$ cat config.mk
export PLATFORM = sky130hd
export DESIGN_NAME = mtb_time_base
export DESIGN_NICKNAME = d
export VERILOG_FILES = /design/src/mtb_pkg.sv /design/src/mtb_time_base.sv
export SDC_FILE = /design/constraint.sdc
export NUM_CORES = 1
export LEC_CHECK = 0
export ABC_AREA = 1
export BUFFER_PORTS_ARGS = -buffer_cell sky130_fd_sc_hd__buf_4
export CORE_ASPECT_RATIO = 0.7
export CORE_MARGIN = 2
export CORE_UTILIZATION = 35
export DETAILED_ROUTE_END_ITERATION = 7
export PLACE_DENSITY_LB_ADDON = 0.08
export SLEW_MARGIN = 25
export SYNTH_ARGS = -nofsm -noshare
export SYNTH_HDL_FRONTEND = slang
export SYNTH_SLANG_ARGS = --single-unit
$ cat constraint.sdc
create_clock -name clock -period 4.9 [get_ports clock]
set_input_delay 0.49 -clock clock [delete_from_list [all_inputs] [get_ports clock]]
set_output_delay 0.49 -clock clock [all_outputs]
set_load 0.01 [all_outputs]
$ cat src/mtb_pkg.sv
package mtb_pkg;
  // ==========================================================
  // register offsets (word index on the plain register port)
  localparam logic [3:0] ADDR_CONTROL = 4'h0;
  localparam logic [3:0] ADDR_COUNT = 4'h1;
  localparam logic [3:0] ADDR_PERIOD = 4'h2;
  localparam logic [3:0] ADDR_IRQ_STATUS = 4'h3;
  localparam logic [3:0] ADDR_IRQ_MASK = 4'h4;
  // ==========================================================
  // control field positions
  localparam int CTL_ON_BIT = 15;
  localparam int CTL_OPS_LSB = 4;
  localparam int CTL_CKPS_LSB = 2;
  localparam int CTL_MODE_LSB = 0;
  // ==========================================================
  // interrupt status bits
  localparam int IRQ_EVENT_BIT = 0;
  localparam int IRQ_MATCH_BIT = 1;
  localparam int IRQ_ZERO_BIT = 2;
  localparam int IRQ_BITS = 3;
  // ==========================================================
  // reset values
  localparam logic [14:0] COUNT_RESET = 15'h0000;
  localparam logic [14:0] PERIOD_RESET = 15'h0000;
  localparam logic [1:0] MODE_RESET = 2'h0;
  localparam logic [3:0] OPS_RESET = 4'h0;
  localparam logic [1:0] CKPS_RESET = 2'h0;
  // counter input is a quarter of the oscillator
  localparam logic [1:0] QUARTER_DIV = 2'h3;
  // ==========================================================
  // counting modes
  typedef enum logic [1:0] {
    MTB_FREE = 2'b00,
    MTB_SINGLE = 2'b01,
    MTB_UPDOWN = 2'b10,
    MTB_DOUBLE = 2'b11
  } mtb_mode_e;
endpackage : mtb_pkg

$ cat src/mtb_time_base.sv
// Summary of operation
// - a 15-bit counter, clocked through a prescaler, free-running and up/down events go through a postscaler.
// - bit 15 of the count register reads the direction, 1 while counting down.
// - the on bit starts and stops counting; clearing it keeps the count.
// - on count equal to period the counter wraps to zero or reverses at the next tick.
// - a zero period stops the counter and suppresses every event.
// - a zero active period is not replaced until the time base is turned off.
// - a 2-bit mode field picks free-running, single-shot, up/down or double update.
// - interrupt events depend on the mode and, in free-running and up/down only, on the 4-bit postscale field.
// - free-running counts up to period, wraps to zero, repeats while on.
// - free-running raises an event per wrap, divided by the postscaler.
// - single-shot counts once, wraps to zero and hardware clears the on bit.
// - single-shot gives exactly one event, postscaler ignored.
// - up/down mode raises an event at zero turning up, divided by the postscaler.
// - double update raises events at zero and at period match, no postscaler.
// - the counter clock is the quarter rate divided by 1, 4, 16 or 64.
module mtb_time_base (
  // clock and reset
  input wire logic clock,
  input wire logic rst_n,
  // register port
  input wire logic [3:0] reg_addr,
  input wire logic [15:0] reg_wdata,
  input wire logic reg_write,
  input wire logic reg_read,
  output logic [15:0] reg_rdata,
  // to duty comparators
  output logic [14:0] time_base_count,
  output logic count_down_flag,
  output logic period_match,
  output logic count_zero,
  output logic time_base_event,
  // interrupt
  output logic irq
);

  // ==========================================================
  // registers
  logic time_base_on;
  logic [1:0] count_mode_select;
  logic [1:0] input_prescale;
  logic [3:0] output_postscale;
  logic [14:0] period_value;
  logic [14:0] period_buffer;
  logic [1:0] quarter_cnt;
  logic [5:0] pre_cnt;
  logic [3:0] post_cnt;
  localparam int IRQ_BITS_W = mtb_pkg::IRQ_BITS;
  logic [IRQ_BITS_W-1:0] irq_status;
  logic [IRQ_BITS_W-1:0] irq_mask;

  // one address decode shared by every write enable
  function automatic logic reg_hit(input logic wr, input logic [3:0] addr,
                                   input logic [3:0] want);
    reg_hit = wr && addr == want;
  endfunction : reg_hit

  logic wr_ctl;
  logic wr_cnt;
  logic wr_per;
  logic wr_sts;
  logic wr_msk;
  assign wr_ctl = reg_hit(reg_write, reg_addr, mtb_pkg::ADDR_CONTROL);
  assign wr_cnt = reg_hit(reg_write, reg_addr, mtb_pkg::ADDR_COUNT);
  assign wr_per = reg_hit(reg_write, reg_addr, mtb_pkg::ADDR_PERIOD);
  assign wr_sts = reg_hit(reg_write, reg_addr, mtb_pkg::ADDR_IRQ_STATUS);
  assign wr_msk = reg_hit(reg_write, reg_addr, mtb_pkg::ADDR_IRQ_MASK);

  function automatic logic [5:0] prescale_last(input logic [1:0] sel);
    case (sel)
      2'h0: prescale_last = 6'h00;
      2'h1: prescale_last = 6'h03;
      2'h2: prescale_last = 6'h0f;
      default: prescale_last = 6'h3f;
    endcase
  endfunction : prescale_last

  // ==========================================================
  // clock dividers: quarter rate, then selectable prescaler
  // quarter divider runs free; writes only restart the prescaler
  logic quarter_tick;
  logic tick;
  assign quarter_tick = quarter_cnt == mtb_pkg::QUARTER_DIV;
  assign tick = quarter_tick && pre_cnt == prescale_last(input_prescale);

  always_ff @(posedge clock or negedge rst_n) begin
    if (!rst_n) begin
      quarter_cnt <= 2'h0;
    end else begin
      quarter_cnt <= quarter_cnt + 2'h1;
    end
  end

  // prescaler restarts on a count or control write
  always_ff @(posedge clock or negedge rst_n) begin
    if (!rst_n) begin
      pre_cnt <= 6'h00;
    end else if (wr_ctl || wr_cnt || !time_base_on) begin
      pre_cnt <= 6'h00;
    end else if (tick) begin
      pre_cnt <= 6'h00;
    end else if (quarter_tick) begin
      pre_cnt <= pre_cnt + 6'h01;
    end
  end

  // ==========================================================
  // counter core
  logic at_match;
  logic at_zero_turn;
  logic run;
  logic [14:0] count;
  logic down;
  mtb_pkg::mtb_mode_e mode;
  assign mode = mtb_pkg::mtb_mode_e'(count_mode_select);
  assign run = time_base_on && period_value != 15'h0000 && tick;
  assign at_match = run && count == period_value;
  // zero reached while counting down, about to turn up
  assign at_zero_turn = run && down && count == 15'h0001;
  logic updown;
  assign updown = mode == mtb_pkg::MTB_UPDOWN || mode == mtb_pkg::MTB_DOUBLE;
  // period of one must be avoided in up/down: count would step below zero

  always_ff @(posedge clock or negedge rst_n) begin
    if (!rst_n) begin
      count <= mtb_pkg::COUNT_RESET;
      down <= 1'b0;
    end else if (wr_cnt) begin
      count <= reg_wdata[14:0];
      down <= 1'b0;
    end else if (run) begin
      if (updown) begin
        if (at_match && !down) begin
          down <= 1'b1;
          count <= count - 15'h0001;
        end else if (down) begin
          count <= count - 15'h0001;
          if (count == 15'h0001) begin
            down <= 1'b0;
          end
        end else begin
          count <= count + 15'h0001;
        end
      end else if (at_match) begin
        count <= 15'h0000;
        down <= 1'b0;
      end else begin
        count <= count + 15'h0001;
      end
    end
  end

  // ==========================================================
  // control register; hardware clears on bit in single-shot
  always_ff @(posedge clock or negedge rst_n) begin
    if (!rst_n) begin
      time_base_on <= 1'b0;
      count_mode_select <= mtb_pkg::MODE_RESET;
      input_prescale <= mtb_pkg::CKPS_RESET;
      output_postscale <= mtb_pkg::OPS_RESET;
    end else begin
      if (wr_ctl) begin
        time_base_on <= reg_wdata[mtb_pkg::CTL_ON_BIT];
        count_mode_select <= reg_wdata[mtb_pkg::CTL_MODE_LSB +: 2];
        input_prescale <= reg_wdata[mtb_pkg::CTL_CKPS_LSB +: 2];
        output_postscale <= reg_wdata[mtb_pkg::CTL_OPS_LSB +: 4];
      end
      // hardware clear wins: the shot is over
      if (at_match && mode == mtb_pkg::MTB_SINGLE) begin
        time_base_on <= 1'b0;
      end
    end
  end

  // ==========================================================
  // period: buffered, loaded at wrap/zero or while off
  logic per_load;
  assign per_load = !time_base_on ||
    (!updown && at_match) || (updown && at_zero_turn);

  always_ff @(posedge clock or negedge rst_n) begin
    if (!rst_n) begin
      period_buffer <= mtb_pkg::PERIOD_RESET;
      period_value <= mtb_pkg::PERIOD_RESET;
    end else begin
      if (wr_per) begin
        period_buffer <= reg_wdata[14:0];
      end
      // a zero active period only changes once the time base is off
      if (per_load && (period_value != 15'h0000 || !time_base_on)) begin
        period_value <= wr_per ? reg_wdata[14:0] : period_buffer;
      end
    end
  end

  // ==========================================================
  // event generation with postscaler
  logic raw_event;
  logic post_event;
  logic use_post;
  logic post_done;
  always_comb begin
    raw_event = 1'b0;
    use_post = 1'b0;
    case (mode)
      mtb_pkg::MTB_FREE: begin
        raw_event = !updown && at_match;
        use_post = 1'b1;
      end
      mtb_pkg::MTB_SINGLE: begin
        raw_event = at_match;
      end
      mtb_pkg::MTB_UPDOWN: begin
        raw_event = at_zero_turn;
        use_post = 1'b1;
      end
      mtb_pkg::MTB_DOUBLE: begin
        raw_event = at_zero_turn || (at_match && !down);
      end
      default: begin
        raw_event = 1'b0;
      end
    endcase
  end
  assign post_done = post_cnt == output_postscale;
  assign post_event = raw_event && (!use_post || post_done);

  always_ff @(posedge clock or negedge rst_n) begin
    if (!rst_n) begin
      post_cnt <= 4'h0;
    end else if (wr_ctl || wr_cnt) begin
      post_cnt <= 4'h0;
    end else if (raw_event && use_post) begin
      post_cnt <= post_done ? 4'h0 : post_cnt + 4'h1;
    end
  end

  // ==========================================================
  // outputs to comparators, all registered
  // pulses land with the count step, one clock after the match, traded for clean flops
  always_ff @(posedge clock or negedge rst_n) begin
    if (!rst_n) begin
      period_match <= 1'b0;
      count_zero <= 1'b0;
      time_base_event <= 1'b0;
    end else begin
      period_match <= at_match;
      count_zero <= at_zero_turn || (!updown && at_match);
      time_base_event <= post_event;
    end
  end
  assign time_base_count = count;
  assign count_down_flag = down;

  // ==========================================================
  // interrupt status: write one to clear, set wins
  logic [IRQ_BITS_W-1:0] irq_set;
  assign irq_set = {count_zero, period_match, time_base_event};

  always_ff @(posedge clock or negedge rst_n) begin
    if (!rst_n) begin
      irq_status <= '0;
      irq_mask <= '0;
    end else begin
      irq_status <= (irq_status &
        ~(wr_sts ? reg_wdata[IRQ_BITS_W-1:0] : '0)) | irq_set;
      if (wr_msk) begin
        irq_mask <= reg_wdata[IRQ_BITS_W-1:0];
      end
    end
  end

  always_ff @(posedge clock or negedge rst_n) begin
    if (!rst_n) begin
      irq <= 1'b0;
    end else begin
      irq <= |((irq_status | irq_set) & irq_mask);
    end
  end

  // ==========================================================
  // read port, data in the cycle after the strobe
  always_ff @(posedge clock or negedge rst_n) begin
    if (!rst_n) begin
      reg_rdata <= 16'h0000;
    end else if (reg_read) begin
      case (reg_addr)
        mtb_pkg::ADDR_CONTROL:
          reg_rdata <= {time_base_on, 7'h00, output_postscale,
                        input_prescale, count_mode_select};
        mtb_pkg::ADDR_COUNT: reg_rdata <= {down, count};
        mtb_pkg::ADDR_PERIOD: reg_rdata <= {1'b0, period_buffer};
        mtb_pkg::ADDR_IRQ_STATUS:
          reg_rdata <= {13'h0000, irq_status};
        mtb_pkg::ADDR_IRQ_MASK: reg_rdata <= {13'h0000, irq_mask};
        default: reg_rdata <= 16'h0000;
      endcase
    end else begin
      reg_rdata <= 16'h0000;
    end
  end

endmodule : mtb_time_base

==> results by group <==
Power
  • Combinational fraction of design power: between 30 and 40%
  • Leak Pwr: between 3 and 4 nW
  • Final Power: 0.00313 W
  • Sw frac: a little over two fifths
  • Clk pwr share: between 20% and 30%
  • Seq pwr share: 39.3%
  • Worst ir drop on vdd: 0.190 mV
  • P_sw: 0.00136 W
  • Int Power: 0.00177 W
  • Power Density: 482 nW/um^2

Worst hold path
  • Hold/Removal Path Class: primary input to async pin

Floorplan
  • Initial core utilization: 36.1%
  • Height of the die: ~110 um
  • Row Count: 38
  • Die width: 156 um
  • IO Count: 60
  • Die Area: 17,100 sq um
  • Core area: roughly 16,000 sq um

Critical path
  • Most used cell, CP: nand2_1
  • Type of origin of the critical path: flip-flop
  • Slowest stage cell on the critical path: dfrtp_1
  • Required @ worst endpoint: 5.18 ns
  • CP endpoint kind: flip-flop
  • Worst path arrival time: 2.96 ns
  • CP Cell Sequence: inv_2 -> nand2_1 -> nand2_1 -> inv_1 -> nand2_1 -> nor2_2 -> nand2_2 -> nor2_8 -> nand3_2 -> nand3_2 -> nand2_1 -> nand2_1
  • WS Path Type: flip-flop to flip-flop
  • Worst path max stage delay: between 0.5 and 0.6 ns
  • Worst-path fanout max: 16

Synthesis
  • Post-Syn Nets: 798
  • Netlist cell types: 42
  • FF+latch count, synth: 93
  • EDFF count, synth: 0
  • Seq/Total Area, Yosys: 41.3%
  • Yosys warning count: 0
  • Leading register cell type out of synthesis: dfrtp_1
  • Async S/R FF share, synth: 100%
  • Syn Area/Cell: 7.33 sq um
  • Mapped Cells: 768
  • Synth Cell Area: 5630 sq um

Clocking
  • CTS buffer count: 9
  • Skew-Pair Late Insertion Delay: 0.35 ns
  • Root buffer cell: clkbuf_16
  • Reg clk slew, reported paths: 0.07 ns
  • Postcts setup bufs: 0
  • CTS tree: built
  • CTS Hold Bufs: 0
  • Longest Clk Path Bufs: 2
  • CTS resizes: 0
  • H-tree level count: 3
  • # clock sinks: 93

GRT
  • Vias in the first global route: 4,928
  • First-pass GRT wire length: around 28,000 um
  • Largest net degree at the start of global routing: 66
  • Busiest grt layer: met1
  • Initial antenna violation count: 0
  • Met2 usage: 30.4%
  • M3 GR Usage: between 4 and 5%
  • Total GRT Usage: 21.9%
  • GRT met1 Usage: 34.5%
  • Congestion Overflow GR: 0

Timing
  • Peak Freq: 374 MHz
  • Final Hold Viols: 0
  • Worst clock skew: around 0.008 ns
  • Setup TNS Final: 0 ns
  • Final WS setup: 2.22 ns
  • Measured slew at the worst slew-check pin: 0.919 ns
  • Worst slew margin: around two fifths
  • Final setup violation count: 0
  • Crit share post-route: 54.6%
  • Crit path time final: 2.68 ns
  • RSZ-0062 raised after global routing: no
  • Final-report max-slew violation count: 0

Final layout
  • Finished layout cell area: 6490 sq um
  • N_diodes: 0
  • Area of the multi-input gates: 2760 sq um
  • Ratio of cells with drive above 1 in the final layout: between 10% and 20%
  • Storage element area: 2330 sq um
  • Layout Nets: 843
  • Filler instances: 1,635
  • Area growth from synthesis to layout: 15.3%

Placed design
  • Count of input and output buffers: 59
  • RD Place Congestion: 0.922
  • Post-DP Area: 6200 sq um
  • DP Wirelength: 13,100 um
  • Post-Place Setup Slack: 2.02 ns

Detailed routing
  • Total iterations of the first detailed-routing run: 5
  • Wire per inst: 17.5 um
  • Vias per cell: approximately 5
  • Antenna violation net count after detailed routing: 0
  • DRT iter0 DRCs: roughly 520
  • DRC: 0
  • Total wire length: 17,800 um
  • Vias: roughly 5,200

Outcome
  • Status: finished clean

Run
  • Number of max-cap violations: 0
power by group through the flow:
| stage | sequential, W | clock [W] | combinational (W) |
|---|---|---|---|
| 4_1_cts | 0.00123 | 0.000705 | 0.00121 |
| 3_5_place_dp | 0.00124 | 0 | 0.00120 |
| 5_1_grt | 0.00126 | 0.000738 | 0.00138 |
| 3_3_place_gp | 0.00124 | 0 | 0.00119 |
| 2_1_floorplan | 0.00110 | 0 | 0.000918 |
| 6_report | 0.00123 | 0.000690 | 0.00121 |
layer usage:
layer / up-vias / routed length (um) / part of all wire (%)
li1: 2539 / - / -
met2: 195 / 7110 / 40
met1: 2408 / 9220 / 52
met4: 0 / 176 / 0.99
met5: - / 0 / 0
met3: 16 / 1280 / 7.2
stage by stage:
step	instances	util, %	hold slack (ns)
4_1_cts	1018	41.6	0.0721
5_1_grt	1018	41.6	0.0925
3_3_place_gp	1002	39.8	0.412
3_5_place_dp	1002	39.8	0.420
6_report	1018	41.6	0.0599
2_1_floorplan	768	-	0.194
layout by cell type, fill, tap and decap left out, types with 4 or more instances in the layout:
cell / instances
nand2_1: 236
dfrtp_1: 93
inv_1: 85
buf_4: 63
nor2_1: 61
nand3_1: 47
o21ai_0: 36
nand4_1: 31
xor2_1: 29
a21oi_1: 19
inv_2: 16
xnor2_1: 13
nor3_1: 10
o22ai_1: 10
clkbuf_16: 9
ha_1: 6
nor3_2: 5
o211ai_1: 5
o211ai_2: 4
worst max-delay path, delay by kind of cell (launching register included):
family | cells | cell delay (ns)
buffers and inverters | 2 | 0.20
AND/OR/NAND/NOR | 10 | 1.82
flip-flops | 1 | 0.58
worst paths after layout:
kind | start | to | slack, ns | depth (start not counted)
worst min register to register | quarter_cnt[0] | quarter_cnt[0] | 0.43 | 1
max in group asynchronous | rst_n | period_buffer[6] | 3.66 | 2
worst max register to register | time_base_count[5] | period_value[10] | 2.22 | 12
min in group clock | reg_read | reg_rdata[4] | 0.38 | 3
worst min-delay path | rst_n | irq_status[1] | 0.06 | 1
worst max-delay path | time_base_count[5] | period_value[10] | 2.22 | 12
registers in the layout (all words and copies together), names as in the netlist:
| name | flops |
|---|---|
| pre_cnt | 6 |
| count_mode_select | 2 |
| count_down_flag | 1 |
| period_buffer | 15 |
| period_value | 15 |
| input_prescale | 2 |
| post_cnt | 4 |
| irq | 1 |
| quarter_cnt | 2 |
| reg_rdata | 16 |
| time_base_event | 1 |
| output_postscale | 4 |
| count_zero | 1 |
| irq_status | 3 |
| period_match | 1 |
| time_base_on | 1 |
| irq_mask | 3 |
| time_base_count | 15 |
cells by family after synthesis:
kind of cell | count (synthesis) | share of synthesized area, %
compound gates | 86 | 9.13
fa+ha+maj | 6 | 1.33
flops | 93 | 41.3
simple gates | 408 | 31.8
mux | 1 | 0.200
buf+inv | 132 | 9.66
xor+xnor | 42 | 6.53
area by class of cell:
type / instances / area share, %
Inverter: 103 / 5.97
Clock inverter: 2 / 0.251
Tap cell: 200 / 3.85
Clock buffer: 14 / 4.22
Timing Repair Buffer: 63 / 7.28
Sequential cell: 93 / 35.8
Multi-Input combinational cell: 543 / 42.6
cell usage after synthesis, types with 2 or more instances:
| cell type | instances | share of area, % |
|---|---|---|
| o21ai_1 | 2 | 0.18 |
| inv_1 | 85 | 5.7 |
| o211ai_1 | 5 | 0.67 |
| xnor2_1 | 13 | 2.0 |
| nor2_1 | 61 | 4.1 |
| xor2_1 | 29 | 4.5 |
| clkbuf_1 | 10 | 0.67 |
| nand2_4 | 3 | 0.60 |
| buf_4 | 5 | 0.67 |
| o211ai_2 | 4 | 0.89 |
| nand3_2 | 2 | 0.36 |
| o21ai_0 | 36 | 3.2 |
| nor3_2 | 5 | 0.89 |
| o22ai_1 | 10 | 1.1 |
| or2_2 | 3 | 0.33 |
| nand4_1 | 31 | 3.4 |
| nor2_2 | 2 | 0.22 |
| buf_6 | 2 | 0.40 |
| dfrtp_1 | 93 | 41 |
| a21oi_1 | 19 | 1.7 |
| nand2_2 | 2 | 0.22 |
| o221ai_1 | 2 | 0.31 |
| buf_2 | 11 | 0.98 |
| ha_1 | 6 | 1.3 |
| nand2_1 | 237 | 16 |
| a221oi_1 | 3 | 0.47 |
| inv_2 | 16 | 1.1 |
| nor3_1 | 10 | 0.89 |
| nand3_1 | 47 | 4.2 |
| a31oi_1 | 2 | 0.22 |
No activity file was read; power rests on OpenSTA's default activity.
